--- src/rcw_pkg.sv ---
// shared constants and types for the reset and warm-up controller
package rcw_pkg;
  localparam int unsigned CLK_HZ = 40000000;
  localparam int unsigned PIN_LOW_MIN_NS = 5000;
  localparam int unsigned PIN_LOW_CYCLES = (PIN_LOW_MIN_NS * (CLK_HZ / 1000000) + 999) / 1000;
  localparam int unsigned WARMUP_DEFAULT = 8192;
  localparam int unsigned WCNT_W = 16;
  localparam int unsigned FCNT_W = 8;

  localparam logic [15:0] PC_MCU_RESET = 16'hfffe;
  localparam logic [15:0] PC_SERIAL_RESET = 16'h1ffe;
  localparam logic [15:0] SP_RESET = 16'h00ff;
  localparam logic [7:0] TRIM_RESET = 8'h00;

  // axi-lite register byte addresses
  localparam logic [7:0] ADDR_STATUS = 8'h00;
  localparam logic [7:0] ADDR_CAUSE = 8'h04;
  localparam logic [7:0] ADDR_CLEAR = 8'h08;
  localparam logic [7:0] ADDR_TRIM = 8'h0c;
  localparam logic [7:0] ADDR_CTRL = 8'h10;
  localparam logic [31:0] CLEAR_KEY = 32'h00000071;

  // cause register bit positions
  localparam int unsigned CB_WDT = 0;
  localparam int unsigned CB_SYS = 1;
  localparam int unsigned CB_LVD1 = 2;
  localparam int unsigned CB_LVD2 = 3;
  localparam int unsigned CB_TRMR = 4;
  localparam int unsigned CB_TRIM_DATA_FAULT_STATUS = 5;
  localparam int unsigned NCAUSE = 6;

  localparam logic [1:0] RESP_OKAY = 2'b00;
  localparam logic [1:0] RESP_SLVERR = 2'b10;

  typedef enum logic [2:0] {
    RCW_RESET  = 3'b001,
    RCW_WARMUP = 3'b010,
    RCW_RUN    = 3'b100
  } rcw_state_t;

  typedef struct packed {
    logic [15:0] pc;
    logic [15:0] sp;
    logic [1:0]  bank_sel;
    logic        master_ie;
    logic        clr_ie;
    logic        clr_latch;
    logic        hf_osc_en;
    logic        lf_osc_en;
    logic        tg_clear;
    logic        wdt_en;
    logic        cpu_run;
    logic        fetch_vector;
  } rcw_core_t;

  typedef struct packed {
    logic wdt_ovf;
    logic sysclk_dead;
    logic lvd1;
    logic lvd2;
  } rcw_factor_t;
endpackage : rcw_pkg

--- src/rcw_top.sv ---
// reset combiner, warm-up sequencer and cause register with axi4-lite access
`timescale 1ns/10ps
`default_nettype none

module rcw_top #(
  parameter int unsigned WARMUP_CYCLES = rcw_pkg::WARMUP_DEFAULT
) (
  input  wire logic                  aclk,
  input  wire logic                  aresetn,
  input  wire logic                  por_n,
  input  wire logic                  shared_port_pin,
  input  wire logic                  serial_mode,
  input  wire rcw_pkg::rcw_factor_t  factors,
  input  wire logic [7:0]            trim_store_data,
  input  wire logic                  trim_store_bad,
  output logic                       trim_store_rd,
  output rcw_pkg::rcw_core_t         core,
  output logic                       vdet_disable,
  output logic                       sys_reset_n,
  input  wire logic [7:0]            s_axi_awaddr,
  input  wire logic                  s_axi_awvalid,
  output logic                       s_axi_awready,
  input  wire logic [31:0]           s_axi_wdata,
  input  wire logic [3:0]            s_axi_wstrb,
  input  wire logic                  s_axi_wvalid,
  output logic                       s_axi_wready,
  output logic [1:0]                 s_axi_bresp,
  output logic                       s_axi_bvalid,
  input  wire logic                  s_axi_bready,
  input  wire logic [7:0]            s_axi_araddr,
  input  wire logic                  s_axi_arvalid,
  output logic                       s_axi_arready,
  output logic [31:0]                s_axi_rdata,
  output logic [1:0]                 s_axi_rresp,
  output logic                       s_axi_rvalid,
  input  wire logic                  s_axi_rready
);

  logic                          pin_s1_q;
  logic                          pin_s2_q;
  logic                          por_s1_q;
  logic                          por_s2_q;
  logic [rcw_pkg::FCNT_W-1:0]    low_cnt_q;
  logic                          ext_rst_q;
  logic                          por_rst;
  logic                          hard_rst;
  logic                          factor_rst;
  logic                          any_rst;
  rcw_pkg::rcw_state_t           state_q;
  logic [rcw_pkg::WCNT_W-1:0]    wcnt_q;
  logic                          warm_done;
  logic [7:0]                    trim_q;
  logic [7:0]                    trim_chk_q;
  logic                          trim_corrupt;
  logic [rcw_pkg::NCAUSE-1:0]    cause_q;
  logic                          clear_pend_q;
  logic                          vdet_dis_q;
  logic                          clear_hit;
  logic                          ctrl_wr;
  logic                          aw_q;
  logic                          w_q;
  logic [7:0]                    awaddr_q;
  logic [31:0]                   wdata_q;

  // two-stage synchronisers for pin and power-on reset
  always_ff @(posedge aclk) begin
    pin_s1_q <= shared_port_pin;
    pin_s2_q <= pin_s1_q;
    por_s1_q <= por_n;
    por_s2_q <= por_s1_q;
  end

  assign por_rst = !aresetn || !por_s2_q;

  // pin filter: a low lasting the minimum time asserts the external reset
  always_ff @(posedge aclk) begin
    if (por_rst) begin
      low_cnt_q <= '0;
      ext_rst_q <= 1'b1;
    end else if (pin_s2_q) begin
      low_cnt_q <= '0;
      ext_rst_q <= 1'b0;
    end else if (low_cnt_q >= rcw_pkg::FCNT_W'(rcw_pkg::PIN_LOW_CYCLES - 1)) begin
      ext_rst_q <= 1'b1;
    end else begin
      low_cnt_q <= low_cnt_q + 1'b1;
    end
  end

  assign hard_rst = por_rst || ext_rst_q;
  assign trim_corrupt = (state_q == rcw_pkg::RCW_RUN) && (trim_q != trim_chk_q);
  assign factor_rst = (state_q == rcw_pkg::RCW_RUN) &&
                      (factors.wdt_ovf || factors.sysclk_dead || factors.lvd1 ||
                       factors.lvd2 || trim_corrupt);
  assign any_rst = hard_rst || factor_rst;
  assign warm_done = wcnt_q == rcw_pkg::WCNT_W'(WARMUP_CYCLES - 1);

  // sequencer
  always_ff @(posedge aclk) begin
    if (any_rst) begin
      state_q <= rcw_pkg::RCW_RESET;
    end else begin
      unique case (state_q)
        rcw_pkg::RCW_RESET: begin
          state_q <= rcw_pkg::RCW_WARMUP;
        end
        rcw_pkg::RCW_WARMUP: begin
          if (warm_done) begin
            state_q <= rcw_pkg::RCW_RUN;
          end
        end
        rcw_pkg::RCW_RUN: begin
          state_q <= rcw_pkg::RCW_RUN;
        end
        default: begin
          state_q <= rcw_pkg::RCW_RESET;
        end
      endcase
    end
  end

  // warm-up counter
  always_ff @(posedge aclk) begin
    if (any_rst || state_q == rcw_pkg::RCW_RESET) begin
      wcnt_q <= '0;
    end else if (state_q == rcw_pkg::RCW_WARMUP && !warm_done) begin
      wcnt_q <= wcnt_q + 1'b1;
    end
  end

  // trim load during warm-up, shadow copy catches corruption later
  always_ff @(posedge aclk) begin
    if (state_q == rcw_pkg::RCW_RESET) begin
      trim_q     <= rcw_pkg::TRIM_RESET;
      trim_chk_q <= rcw_pkg::TRIM_RESET;
    end else if (state_q == rcw_pkg::RCW_WARMUP) begin
      trim_q     <= trim_store_data;
      trim_chk_q <= trim_store_data;
    end
  end

  assign trim_store_rd = state_q == rcw_pkg::RCW_WARMUP;

  // voltage detector disable: set by hard resets, written by software through bit 0 of the ctrl register
  always_ff @(posedge aclk) begin
    if (hard_rst) begin
      vdet_dis_q <= 1'b1;
    end else if (ctrl_wr && s_axi_wstrb[0]) begin
      vdet_dis_q <= wdata_q[0];
    end
  end
  assign vdet_disable = vdet_dis_q;

  // core control outputs
  always_comb begin
    core              = '0;
    core.pc           = serial_mode ? rcw_pkg::PC_SERIAL_RESET : rcw_pkg::PC_MCU_RESET;
    core.sp           = rcw_pkg::SP_RESET;
    core.bank_sel     = '0;
    core.master_ie    = 1'b0;
    core.clr_ie       = state_q != rcw_pkg::RCW_RUN;
    core.clr_latch    = state_q != rcw_pkg::RCW_RUN;
    core.hf_osc_en    = 1'b1;
    core.lf_osc_en    = 1'b0;
    core.tg_clear     = state_q != rcw_pkg::RCW_RUN;
    core.wdt_en       = state_q == rcw_pkg::RCW_RUN;
    core.cpu_run      = state_q == rcw_pkg::RCW_RUN;
    core.fetch_vector = (state_q == rcw_pkg::RCW_WARMUP) && warm_done;
  end
  assign sys_reset_n = state_q == rcw_pkg::RCW_RUN;

  // axi4-lite write path
  assign s_axi_awready = !aw_q && !s_axi_bvalid;
  assign s_axi_wready  = !w_q && !s_axi_bvalid;
  always_ff @(posedge aclk) begin
    if (!aresetn) begin
      aw_q         <= 1'b0;
      w_q          <= 1'b0;
      awaddr_q     <= '0;
      wdata_q      <= '0;
      s_axi_bvalid <= 1'b0;
      s_axi_bresp  <= rcw_pkg::RESP_OKAY;
    end else begin
      if (s_axi_awvalid && s_axi_awready) begin
        aw_q     <= 1'b1;
        awaddr_q <= s_axi_awaddr;
      end
      if (s_axi_wvalid && s_axi_wready) begin
        w_q     <= 1'b1;
        wdata_q <= s_axi_wdata;
      end
      if (aw_q && w_q) begin
        aw_q         <= 1'b0;
        w_q          <= 1'b0;
        s_axi_bvalid <= 1'b1;
        s_axi_bresp  <= (awaddr_q == rcw_pkg::ADDR_CTRL || awaddr_q == rcw_pkg::ADDR_CLEAR)
                        ? rcw_pkg::RESP_OKAY : rcw_pkg::RESP_SLVERR;
      end else if (s_axi_bvalid && s_axi_bready) begin
        s_axi_bvalid <= 1'b0;
      end
    end
  end

  assign ctrl_wr = aw_q && w_q && awaddr_q == rcw_pkg::ADDR_CTRL;
  assign clear_hit = aw_q && w_q && awaddr_q == rcw_pkg::ADDR_CLEAR;

  // cause flags: bit 0 of clear arms, key 0x71 then clears
  always_ff @(posedge aclk) begin
    if (hard_rst) begin
      cause_q      <= '0;
      clear_pend_q <= 1'b0;
    end else begin
      if (clear_hit && s_axi_wstrb[0] && wdata_q == rcw_pkg::CLEAR_KEY && clear_pend_q) begin
        cause_q      <= '0;
        clear_pend_q <= 1'b0;
      end else if (clear_hit && s_axi_wstrb[0]) begin
        clear_pend_q <= wdata_q[0];
      end
      if (state_q == rcw_pkg::RCW_RUN) begin
        if (factors.wdt_ovf)     cause_q[rcw_pkg::CB_WDT]  <= 1'b1;
        if (factors.sysclk_dead) cause_q[rcw_pkg::CB_SYS]  <= 1'b1;
        if (factors.lvd1)        cause_q[rcw_pkg::CB_LVD1] <= 1'b1;
        if (factors.lvd2)        cause_q[rcw_pkg::CB_LVD2] <= 1'b1;
        if (trim_corrupt)        cause_q[rcw_pkg::CB_TRMR] <= 1'b1;
      end
      if (state_q == rcw_pkg::RCW_WARMUP && trim_store_bad) begin
        cause_q[rcw_pkg::CB_TRIM_DATA_FAULT_STATUS] <= 1'b1;
      end
    end
  end

  // axi4-lite read path
  assign s_axi_arready = !s_axi_rvalid;
  always_ff @(posedge aclk) begin
    if (!aresetn) begin
      s_axi_rvalid <= 1'b0;
      s_axi_rdata  <= '0;
      s_axi_rresp  <= rcw_pkg::RESP_OKAY;
    end else if (s_axi_arvalid && s_axi_arready) begin
      s_axi_rvalid <= 1'b1;
      s_axi_rresp  <= rcw_pkg::RESP_OKAY;
      unique case (s_axi_araddr)
        rcw_pkg::ADDR_STATUS: s_axi_rdata <= {29'h0, state_q};
        rcw_pkg::ADDR_CAUSE:  s_axi_rdata <= {26'h0, cause_q};
        rcw_pkg::ADDR_CLEAR:  s_axi_rdata <= {31'h0, clear_pend_q};
        rcw_pkg::ADDR_TRIM:   s_axi_rdata <= {24'h0, trim_q};
        rcw_pkg::ADDR_CTRL:   s_axi_rdata <= {31'h0, vdet_dis_q};
        default: begin
          s_axi_rdata <= '0;
          s_axi_rresp <= rcw_pkg::RESP_SLVERR;
        end
      endcase
    end else if (s_axi_rvalid && s_axi_rready) begin
      s_axi_rvalid <= 1'b0;
    end
  end

  chk_run_gates_wdt: assert property (@(posedge aclk) disable iff (!aresetn)
    core.cpu_run |-> core.wdt_en && !core.tg_clear) else $error("run without watchdog");
  chk_warm_length: assert property (@(posedge aclk) disable iff (!aresetn)
    $rose(core.cpu_run) |-> $past(state_q) == rcw_pkg::RCW_WARMUP && $past(warm_done))
    else $error("run entered early");
  chk_reset_stops_run: assert property (@(posedge aclk) disable iff (!aresetn)
    any_rst |=> !core.cpu_run) else $error("run during reset");
  chk_restart_count: assert property (@(posedge aclk) disable iff (!aresetn)
    any_rst |=> wcnt_q == '0) else $error("counter not cleared");
  chk_pc_vector: assert property (@(posedge aclk) disable iff (!aresetn)
    !serial_mode |-> core.pc == rcw_pkg::PC_MCU_RESET) else $error("bad pc");
  chk_hard_vdet: assert property (@(posedge aclk) disable iff (!aresetn)
    hard_rst |=> vdet_disable) else $error("detector not disabled");
  chk_cause_keep: assert property (@(posedge aclk) disable iff (!aresetn)
    factor_rst && !hard_rst |=> cause_q != '0) else $error("cause lost");
  chk_trim_load: assert property (@(posedge aclk) disable iff (!aresetn)
    state_q == rcw_pkg::RCW_WARMUP && !any_rst |=> trim_q == $past(trim_store_data))
    else $error("trim not latched");
  chk_osc_state: assert property (@(posedge aclk) disable iff (!aresetn)
    !core.cpu_run |-> core.hf_osc_en && !core.lf_osc_en) else $error("oscillator state");
  cov_warm_done: cover property (@(posedge aclk) $rose(core.cpu_run));
  cov_factor: cover property (@(posedge aclk) factor_rst);
  cov_pin_reset: cover property (@(posedge aclk) $rose(ext_rst_q));
  cov_trim_fault: cover property (@(posedge aclk) $rose(cause_q[rcw_pkg::CB_TRIM_DATA_FAULT_STATUS]));

endmodule : rcw_top

`default_nettype wire

--- config.mk ---
export PLATFORM = sky130hd
export DESIGN_NAME = rcw_top
export DESIGN_NICKNAME = d
export VERILOG_FILES = /design/src/rcw_pkg.sv /design/src/rcw_top.sv
export SDC_FILE = /design/constraint.sdc
export NUM_CORES = 1
export LEC_CHECK = 0
export BUFFER_PORTS_ARGS = -buffer_cell sky130_fd_sc_hd__buf_2
export CAP_MARGIN = 25
export CORE_MARGIN = 10
export CORE_UTILIZATION = 30
export CTS_BUF_LIST = sky130_fd_sc_hd__clkbuf_8 sky130_fd_sc_hd__clkbuf_16
export DETAILED_ROUTE_END_ITERATION = 8
export PLACE_DENSITY_LB_ADDON = 0.3
export SLEW_MARGIN = 20
export SYNTH_ARGS = -nofsm -noshare
export SYNTH_HDL_FRONTEND = slang
export SYNTH_SLANG_ARGS = --single-unit
--- constraint.sdc ---
create_clock -name aclk -period 3.7 [get_ports aclk]
set_input_delay 0.74 -clock aclk [delete_from_list [all_inputs] [get_ports aclk]]
set_output_delay 0.74 -clock aclk [all_outputs]
set_load 0.02 [all_outputs]
==> results.py, run 1 <==
metrics = {
    "outcome": {
        "outcome": "finished, final reports clean",
    },
    "routing": {
        "vias": 3988,
        "wl_um": 11800,
        "wl_per_cell_um": 13.9,
        "drc": 0,
        "ant_nets": 0,
        "vias_per_cell": 4.73,
        "first_pass_iters": 4,
        "drtIter0Drc": 166,
    },
    "sta": {
        "period_needed_ns": 2.72,
        "setup_viol": 0,
        "max_freq_mhz": 368,
        "slew_headroom_pct": 47.4,
        "fin_skew_ns": 0.00449,
        "period_share_pct": 73.5,
        "hold_viol": 0,
        "rsz0062_at_grt": "no",
        "worstMarginPinSlew_ns": 0.787,
        "setup_tns_ns": 0,
        "slew_viol_final": 0,
    },
    "die": {
        "start_util_pct": 30.7,
        "row_count": 45,
        "die_h_um": 145,
        "core_area_sq_mm": 0.0152,
        "ios": 162,
        "die-area_sq_mm": 0.0209,
        "fp.dieW_um": 145,
    },
    "clock_network": {
        "post_cts_buffers": 0,
        "htree_levels": 3,
        "cts_buffer_depth": 2,
        "ctsResizeCount": 0,
        "path_clk_slew_ns": 0.07,
        "cts_root_buf": "clkbuf_16",
        "cts.sinks": 101,
        "clock_latency_ns": 0.35,
        "cts_buffers": 9,
        "cts_tree": "done",
        "postCtsHoldBufs": 0,
    },
    "global_routing": {
        "grt_use_total_pct": 11.0,
        "top_usage_layer": "met2",
        "met2_usage_pct": 18.4,
        "grt_util_met3_pct": 4.07,
        "use_met1_pct": 12.5,
        "overflow": 0,
        "grt_pass1_vias": 3913,
        "grt_pass1_wl_um": 18500,
        "grt_max_degree": 34,
        "antenna_found_initial": 1,
    },
    "setup_path": {
        "critical_path_required_ns": 2.96,
        "worst-setup-path-type": "reg -> out",
        "start_kind": "flip-flop",
        "crit_chain": "or3b_1, nor4_1, buf_2",
        "slowest_delay_ns": 0.64,
        "path_buf_inv": 1,
        "crit_fanout": 15,
        "crit_family": "simple AND/OR/NAND/NOR gates",
        "critical_path_arrival_ns": 1.98,
        "slowest_stage": "or3b_1",
        "end_kind": "primary output",
    },
    "min_path": {
        "hold_class": "reg -> reg",
    },
    "finish": {
        "diodes": 0,
        "instances_no_fill": 844,
        "nNetsFinal": 728,
        "drive_gt1_share_pct": 18.9,
        "fillers": 1585,
        "syn_to_final_growth_pct": 14.7,
        "final_area_sq_mm": 0.00534,
    },
    "logic_synthesis": {
        "syn_inst": 570,
        "synth.area.top_cells": "dfxtp_1 43%, buf_4 11%, nand2_1 9.5%",
        "ys_seq_elements": 101,
        "synth-edff-count": 0,
        "netlist_area_sq_mm": 0.00466,
        "avgSynthCellArea_sq_um": 8.17,
        "ys_warn_count": 0,
        "synth_seq_area_share_pct": 43.4,
        "yosys.cell_count.top_type": "nand2_1",
        "synth.top_cells.by_count": "118 x nand2_1, 101 x dfxtp_1, 66 x buf_4, 65 x a21oi_1, 26 x nor2_1",
        "synthArstFlopShare_pct": 0,
        "synth-main-ff-cell": "dfxtp_1",
        "yosys.area.top_type": "dfxtp_1",
        "ys_types": 56,
        "synth_top_cell_area_share_pct": 43.4,
    },
    "placed_design": {
        "gp_congestion": 0.802,
        "hpwlAfterDp_um": 9290,
        "dp.cells": 825,
        "placed_cell_area_sq_mm": 0.00502,
        "io_buffers": 98,
    },
    "flow_run": {
        "drv_cap": 0,
    },
    "pwr": {
        "p_per_area_mw_per_mm2": 431,
        "ir_worst_vdd_mv": 0.302,
        "power.leakage_uw": 0.00212,
    },
}
[registers in the layout (all words and copies together), names as in the netlist, 3 cells and up]
| signal | count |
|---|---|
| trim_chk_q | 8 |
| s_axi_rdata | 8 |
| wdata_q | 32 |
| low_cnt_q | 8 |
| cause_q | 5 |
| awaddr_q | 8 |
| state_q | 3 |
| wcnt_q | 16 |
[layout by cell type (no fill, tap or decap), types with 2 or more instances in the layout]
cell type,Yosys,final
nand2_1,118,118
dfxtp_1,101,101
buf_2,2,99
a21oi_1,65,65
conb_1,2,60
nor2_1,26,26
o21ai_0,18,18
nand4_1,14,14
nor4_1,11,11
inv_1,8,9
clkbuf_16,0,9
nand3_1,8,8
nor3_1,8,8
or3_1,8,8
or4_1,7,7
a22oi_1,7,7
and2_1,5,5
mux2i_1,5,5
a31oi_1,4,4
a211oi_1,4,4
o31ai_1,4,4
nand2b_1,4,4
xor2_1,4,4
a32o_1,4,4
mux2_2,3,3
and4b_1,3,3
nand3b_1,2,2
nand4b_1,2,2
clkinv_1,2,2
and3_1,2,2
a41oi_1,2,2
nor4b_1,2,2
and4_1,2,2
o311ai_0,2,2
o2bb2ai_1,2,2
ha_1,2,2
clkbuf_8,0,2
inv_6,0,2
buf_8,0,2
[cell type report]
cell class	instances	area, sq um	area share (%)
repair buffers	102	533	9.97
multi-input cells	427	2230	41.7
flip-flops and latches	101	2020	37.8
well taps	188	235	4.40
clock inverters	5	33.8	0.632
clock buffers	11	253	4.73
inverters	10	37.5	0.702
[routing by layer]
metal,share of wire [%],up-vias
met5,0.11,-
met4,1.3,2
met3,9.4,12
met2,47,138
met1,43,1797
li1,-,2039
[kinds of logic after synthesis]
| logic type | count (synthesis) | synth area share [%] |
|---|---|---|
| compound gates | 124 | 16.1 |
| xor+xnor | 4 | 0.752 |
| fa+ha+maj | 2 | 0.537 |
| buf+inv | 100 | 13.4 |
| flops | 101 | 43.4 |
| mux | 8 | 1.80 |
| other cells | 2 | 0.161 |
| simple gates | 229 | 23.9 |
[stage by stage]
stage / total power (uW) / util, % / setup WS [ns] / hold slack [ns]
2_1_floorplan: 1380 / - / 1.17 / 0.310
3_3_place_gp: 1410 / 33.0 / 1.15 / 0.316
3_5_place_dp: 1410 / 33.0 / 1.05 / 0.318
4_1_cts: 2330 / 34.9 / 0.919 / 0.335
5_1_grt: 2410 / 35.2 / 0.767 / 0.343
6_report: 2300 / 35.2 / 0.979 / 0.331
[power breakdown]
part	switching (uW)	internal, uW	leakage, uW
Clock	415	494	0.000144
Combinational	167	76.8	0.00116
Sequential	22.7	1130	0.000823
[final timing paths]
kind / startpoint / endpoint / slack [ns] / depth (start not counted)
setup / recovery: state_q[0] / core[0] / 0.98 / 3
hold / removal: pin_s1_q / pin_s2_q / 0.33 / 0
setup reg to reg: state_q[0] / wcnt_q[7] / 1.33 / 4
hold reg to reg: pin_s1_q / pin_s2_q / 0.33 / 0
Note: power is estimated with default switching activity, not from simulation.
==> run 2, diff against run 1 <==
ABC_AREA = 1   (was not set)
clock period = 2.5 ns   (was 3.7 ns; I/O delays follow)
==> run 2 against run 1 <==
  * Total power increased by 54%
  * Critical endpoint unchanged
  * Critical path depth increased by 5
  * Largest cell class unchanged
  * Register-to-register slack got worse by 0.48 ns
==> results.py, run 2 <==
metrics = {
    "outcome": {
        "outcome": "finished, final reports clean",
    },
    "finish": {
        "instances_no_fill": 997,
        "largest_reg_flops": 32,
        "nNetsFinal": 852,
        "final_cell_mix": "118 x nand2_1, 116 x nor2_1, 101 x dfxtp_1",
        "largest_register": "wdata_q",
        "reg.largest.list": "wdata_q (32), wcnt_q (16)",
        "final_common_cell": "nand2_1",
        "drive_gt1_share_pct": 19.0,
        "syn_to_final_growth_pct": 14.0,
    },
    "setup_path": {
        "slowest_delay_ns": 0.38,
        "crit_family": "simple AND/OR/NAND/NOR gates",
        "crit_path_start": "wcnt_q[0]",
        "end_kind": "primary output",
        "r2r_end": "wcnt_q[8]",
        "start_kind": "flip-flop",
        "worst-r2r-setup-slack_ns": 0.85,
        "worst-setup-path-type": "reg -> out",
        "slowest_stage": "dfxtp_1",
        "crit_chain": "ha_1, nand3_2, inv_2, nand2_4, nor2_4, nand2_2, nor2_1, buf_2",
        "crit_fanout": 5,
        "path_buf_inv": 2,
        "ff2ff_path_depth": 8,
        "critical_path_required_ns": 2.00,
        "r2r_start": "wcnt_q[0]",
        "critical_path_arrival_ns": 1.67,
    },
    "clock_network": {
        "cts_tree": "done",
        "htree_levels": 3,
        "post_cts_buffers": 0,
        "cts_root_buf": "clkbuf_16",
        "cts_buffers": 9,
        "clock_latency_ns": 0.36,
        "ctsResizeCount": 0,
        "path_clk_slew_ns": 0.07,
        "cts_buffer_depth": 2,
        "postCtsHoldBufs": 0,
        "cts.sinks": 101,
    },
    "logic_synthesis": {
        "synth.area.top_cells": "dfxtp_1 41%, buf_4 10%, nand2_1 8.9%",
        "netlist_area_sq_mm": 0.00495,
        "synth-edff-count": 0,
        "ys_seq_elements": 101,
        "synth_top_cell_area_share_pct": 40.8,
        "synth.top_cells.by_count": "118 x nand2_1, 116 x nor2_1, 101 x dfxtp_1, 67 x buf_4, 58 x inv_1",
        "ys_warn_count": 0,
        "synthArstFlopShare_pct": 0,
        "yosys.cell_count.top_type": "nand2_1",
        "synth_seq_area_share_pct": 40.8,
        "ys_types": 35,
        "synth-main-ff-cell": "dfxtp_1",
        "yosys.area.top_type": "dfxtp_1",
        "syn_inst": 690,
        "avgSynthCellArea_sq_um": 7.18,
    },
    "flow_run": {
        "drv_cap": 0,
    },
    "global_routing": {
        "grt_pass1_wl_um": 19800,
        "grt_use_total_pct": 11.0,
        "grt_pass1_vias": 3974,
        "overflow": 0,
        "grt_max_degree": 50,
        "antenna_found_initial": 0,
    },
    "routing": {
        "ant_nets": 0,
        "drtIter0Drc": 162,
        "vias_per_cell": 4.17,
        "first_pass_iters": 4,
        "wl_per_cell_um": 12.4,
        "wl_um": 12300,
        "drc": 0,
        "vias": 4159,
    },
    "min_path": {
        "hold_class": "in -> reg",
        "holdPathStages": 1,
        "min_to": "por_s1_q",
        "min-delay-start": "por_n",
    },
    "sta": {
        "setup_viol": 0,
        "period_share_pct": 86.9,
        "hold_viol": 0,
        "worstMarginPinSlew_ns": 0.710,
        "period_needed_ns": 2.17,
        "rsz0062_at_grt": "no",
        "setup_tns_ns": 0,
        "max_freq_mhz": 460,
        "fin_skew_ns": 0.0105,
        "slew_headroom_pct": 52.6,
        "slew_viol_final": 0,
    },
    "pwr": {
        "ir_worst_vdd_mv": 0.306,
        "power.leakage_uw": 0.00247,
        "p_per_area_mw_per_mm2": 629,
    },
    "die": {
        "die-area_sq_mm": 0.0220,
        "ios": 162,
        "fp.dieW_um": 148,
        "die_h_um": 148,
        "start_util_pct": 30.8,
        "core_area_sq_mm": 0.0161,
        "row_count": 46,
    },
    "placed_design": {
        "io_buffers": 98,
        "dp.cells": 980,
        "gp_congestion": 0.760,
        "hpwlAfterDp_um": 9530,
    },
}
## run 2: cell count changes after synthesis, sizes merged, moves of 7 or more
cell / change
a21oi: -12
inv: +52
o21ai: +38
or3: -8
nor4: -12
buf: +10
clkbuf: -12
nand3: +39
nand2: +8
a22oi: -7
nor2: +98
nand4: -7
or4: -7
## run 2: power breakdown
| part | leakage (uW) | total [uW] | internal [uW] | switching [uW] |
|---|---|---|---|---|
| logic | 0.00149 | 426 | 131 | 295 |
| clock network | 0.000148 | 1400 | 713 | 682 |
| registers | 0.000827 | 1730 | 1690 | 39.3 |
| total | 0.00247 | 3550 | 2530 | 1020 |
## run 2: worst max-delay path by stage
stage	endpoint	slack, ns	cells after the start
global placement	core[0]	0.70	8
CTS	core[0]	0.30	8
detailed placement	core[0]	0.71	8
finish	core[0]	0.33	8
global route	core[0]	0.20	8
floorplan	core[0]	0.75	7
## run 2: cell families after synthesis
logic type	share of synthesized area, %
xor gates and xnor gates	1.24
DFF	40.8
and+or+nand+nor	27.6
AOI/OAI and AO/OA	12.3
other	0.152
adders and majority gates	0.505
buffers and inverters	17.3
## run 2: metrics by stage
stage / setup WS (ns) / util [%] / hold WS, ns / total power [uW] / area (sq um)
finish: 0.328 / 35.2 / 0.246 / 3550 / 5650
detailed placement: 0.706 / 33.3 / 0.327 / 2190 / 5350
global route: 0.199 / 35.1 / 0.220 / 3740 / 5640
floorplan: 0.750 / - / 0.310 / 2130 / 5170
global placement: 0.702 / 33.3 / 0.311 / 2190 / 5350
CTS: 0.301 / 35.1 / 0.229 / 3600 / 5640
## run 2: cell type report
cell class                 instances  area, sq um
antenna                            1         2.50
fill                            1799        10400
inverter                          61          229
tap                              216          270
multi-input combinational        498         2290
sequential                       101         2020
clock inverter                     7         71.3
timing repair buffer             104          536
clock buffer                       9          225
## run 2: worst register-to-register path: cells and delay by family (launching register included)
kind / cells / cell delay (ns)
fa+ha+maj: 1 / 0.24
simple gates: 4 / 0.62
flops: 1 / 0.34
buf+inv: 1 / 0.05
compound gates: 2 / 0.33
## run 2: routing by layer
layer / GRT usage, % / wire length [um] / vias up
li1: - / - / 2241
met1: 13.4 / 5640 / 1805
met2: 17.9 / 5660 / 106
met3: 3.91 / 900 / 7
met4: 2.97 / 115 / 0
met5: 0 / 0 / -
==> run 3, diff against run 2 <==
ABC_AREA = not set   (was 1)
REMOVE_ABC_BUFFERS = 1   (was not set)
==> run 3 against run 2 <==
  * Final cell count is 15% lower
  * Flip-flop and latch count stayed put
  * Combinational power is 15% lower
  * Core utilization is 0.23 points higher
  * Worst hold slack better by 0.0049 ns
  * Sequential power hardly changed
  * Global-route usage hardly changed
  * Clock skew is 0.0045 ns lower
  * Largest cell class unchanged
  * Highest routed layer unchanged
==> results.py, run 3 (synthesized netlist as in run 1, its figures left out) <==
metrics = {
    "finish": {
        "largest_reg_flops": 32,
        "instances_no_fill": 848,
        "syn_to_final_growth_pct": 15.4,
        "final_cell_mix": "118 x nand2_1, 101 x dfxtp_1, 98 x buf_2",
        "fin_util_pct": 35.4,
        "nNetsFinal": 733,
        "largest_register": "wdata_q",
        "reg.largest.list": "wdata_q (32), wcnt_q (16)",
        "final_common_cell": "nand2_1",
        "final_area_sq_mm": 0.00538,
        "drive_gt1_share_pct": 19.4,
        "diodes": 0,
        "fillers": 1576,
    },
    "die": {
        "die-area_sq_mm": 0.0209,
        "ios": 162,
        "start_util_pct": 30.7,
        "core_area_sq_mm": 0.0152,
        "fp.dieW_um": 145,
        "row_count": 45,
        "die_h_um": 145,
    },
    "clock_network": {
        "post_cts_buffers": 0,
        "cts_root_buf": "clkbuf_16",
        "clock_latency_ns": 0.35,
        "htree_levels": 3,
        "cts_tree": "done",
        "cts.sinks": 101,
        "cts_buffer_depth": 2,
        "cts_buffers": 9,
        "postCtsHoldBufs": 0,
        "path_clk_slew_ns": 0.06,
        "ctsResizeCount": 1,
    },
    "setup_path": {
        "slowest_delay_ns": 0.61,
        "ff2ff_path_depth": 4,
        "crit_fanout": 7,
        "crit_chain": "or4b_4, nor4_1, buf_2",
        "r2r_start": "state_q[1]",
        "critical_path_arrival_ns": 1.89,
        "end_kind": "primary output",
        "start_kind": "flip-flop",
        "critical_path_required_ns": 2.00,
        "worst-r2r-setup-slack_ns": 0.36,
        "r2r_end": "wcnt_q[13]",
        "worst-setup-path-type": "reg -> out",
        "slowest_stage": "or4b_4",
    },
    "routing": {
        "vias": 4025,
        "first_pass_iters": 4,
        "wl_per_cell_um": 14.0,
        "drc": 0,
        "ant_nets": 0,
        "wl_um": 11900,
        "vias_per_cell": 4.75,
        "drtIter0Drc": 188,
    },
    "global_routing": {
        "grt_pass1_wl_um": 18400,
        "grt_pass1_vias": 3894,
        "overflow": 0,
        "grt_max_degree": 52,
        "antenna_found_initial": 0,
        "grt_use_total_pct": 11.0,
    },
    "pwr": {
        "p_per_area_mw_per_mm2": 640,
        "power.leakage_uw": 0.00215,
        "ir_worst_vdd_mv": 0.387,
    },
    "min_path": {
        "min-delay-start": "por_n",
        "min_to": "por_s1_q",
        "holdPathStages": 1,
        "hold_class": "in -> reg",
    },
    "sta": {
        "period_share_pct": 95.5,
        "hold_viol": 0,
        "rsz0062_at_grt": "no",
        "slew_headroom_pct": 53.7,
        "whs_ns": 0.251,
        "fin_skew_ns": 0.00600,
        "period_needed_ns": 2.39,
        "slew_viol_final": 0,
        "setup_tns_ns": 0,
        "max_freq_mhz": 419,
        "worstMarginPinSlew_ns": 0.689,
        "setup_viol": 0,
    },
    "placed_design": {
        "placed_cell_area_sq_mm": 0.00508,
        "dp.cells": 833,
        "io_buffers": 98,
        "hpwlAfterDp_um": 9120,
        "gp_congestion": 0.799,
    },
    "outcome": {
        "outcome": "finished, final reports clean",
    },
    "flow_run": {
        "drv_cap": 0,
    },
}
-- run 3: worst max path at each step --
stage / start / end / cells after the start
finish: wcnt_q[13] / core[0] / 3
global route: wcnt_q[12] / core[0] / 3
CTS: wcnt_q[12] / core[0] / 3
detailed placement: state_q[1] / wcnt_q[13] / 4
global placement: state_q[1] / wcnt_q[13] / 4
floorplan: wcnt_q[13] / core[0] / 2
-- run 3: report_power, final --
part / internal [uW] / switching (uW)
logic: 113 / 248
clock network: 792 / 587
registers: 1670 / 33.1
-- run 3: final cells by class --
type | instances | area [sq um] | area share, %
Multi-Input combinational cell | 427 | 2230 | 41.5
Sequential cell | 101 | 2020 | 37.6
Timing Repair Buffer | 107 | 558 | 10.4
Clock buffer | 10 | 239 | 4.44
Tap cell | 188 | 235 | 4.37
Clock inverter | 5 | 53.8 | 1.00
Inverter | 10 | 37.5 | 0.698
-- run 3: critical path: cells and delay by family (launching register included) --
kind,cells,cell delay [ns]
buffers and inverters,1,0.23
AND/OR/NAND/NOR,2,0.95
flip-flops,1,0.36
-- run 3: metal layers --
layer  global-route usage, %  up-vias  wire length, um
met4                    3.35        0              131
met5                       0        -                0
met3                    4.26        7             1040
li1                        -     2044                -
met2                    17.6      123             5520
met1                    13.2     1851             5180
-- run 3: through the flow --
stage | power (uW) | worst slack (ns)
3_5_place_dp | 2100 | 0.360
6_report | 3440 | 0.112
2_1_floorplan | 1960 | 0.275
3_3_place_gp | 2090 | 0.382
5_1_grt | 3610 | 0.0645
4_1_cts | 3490 | 0.102
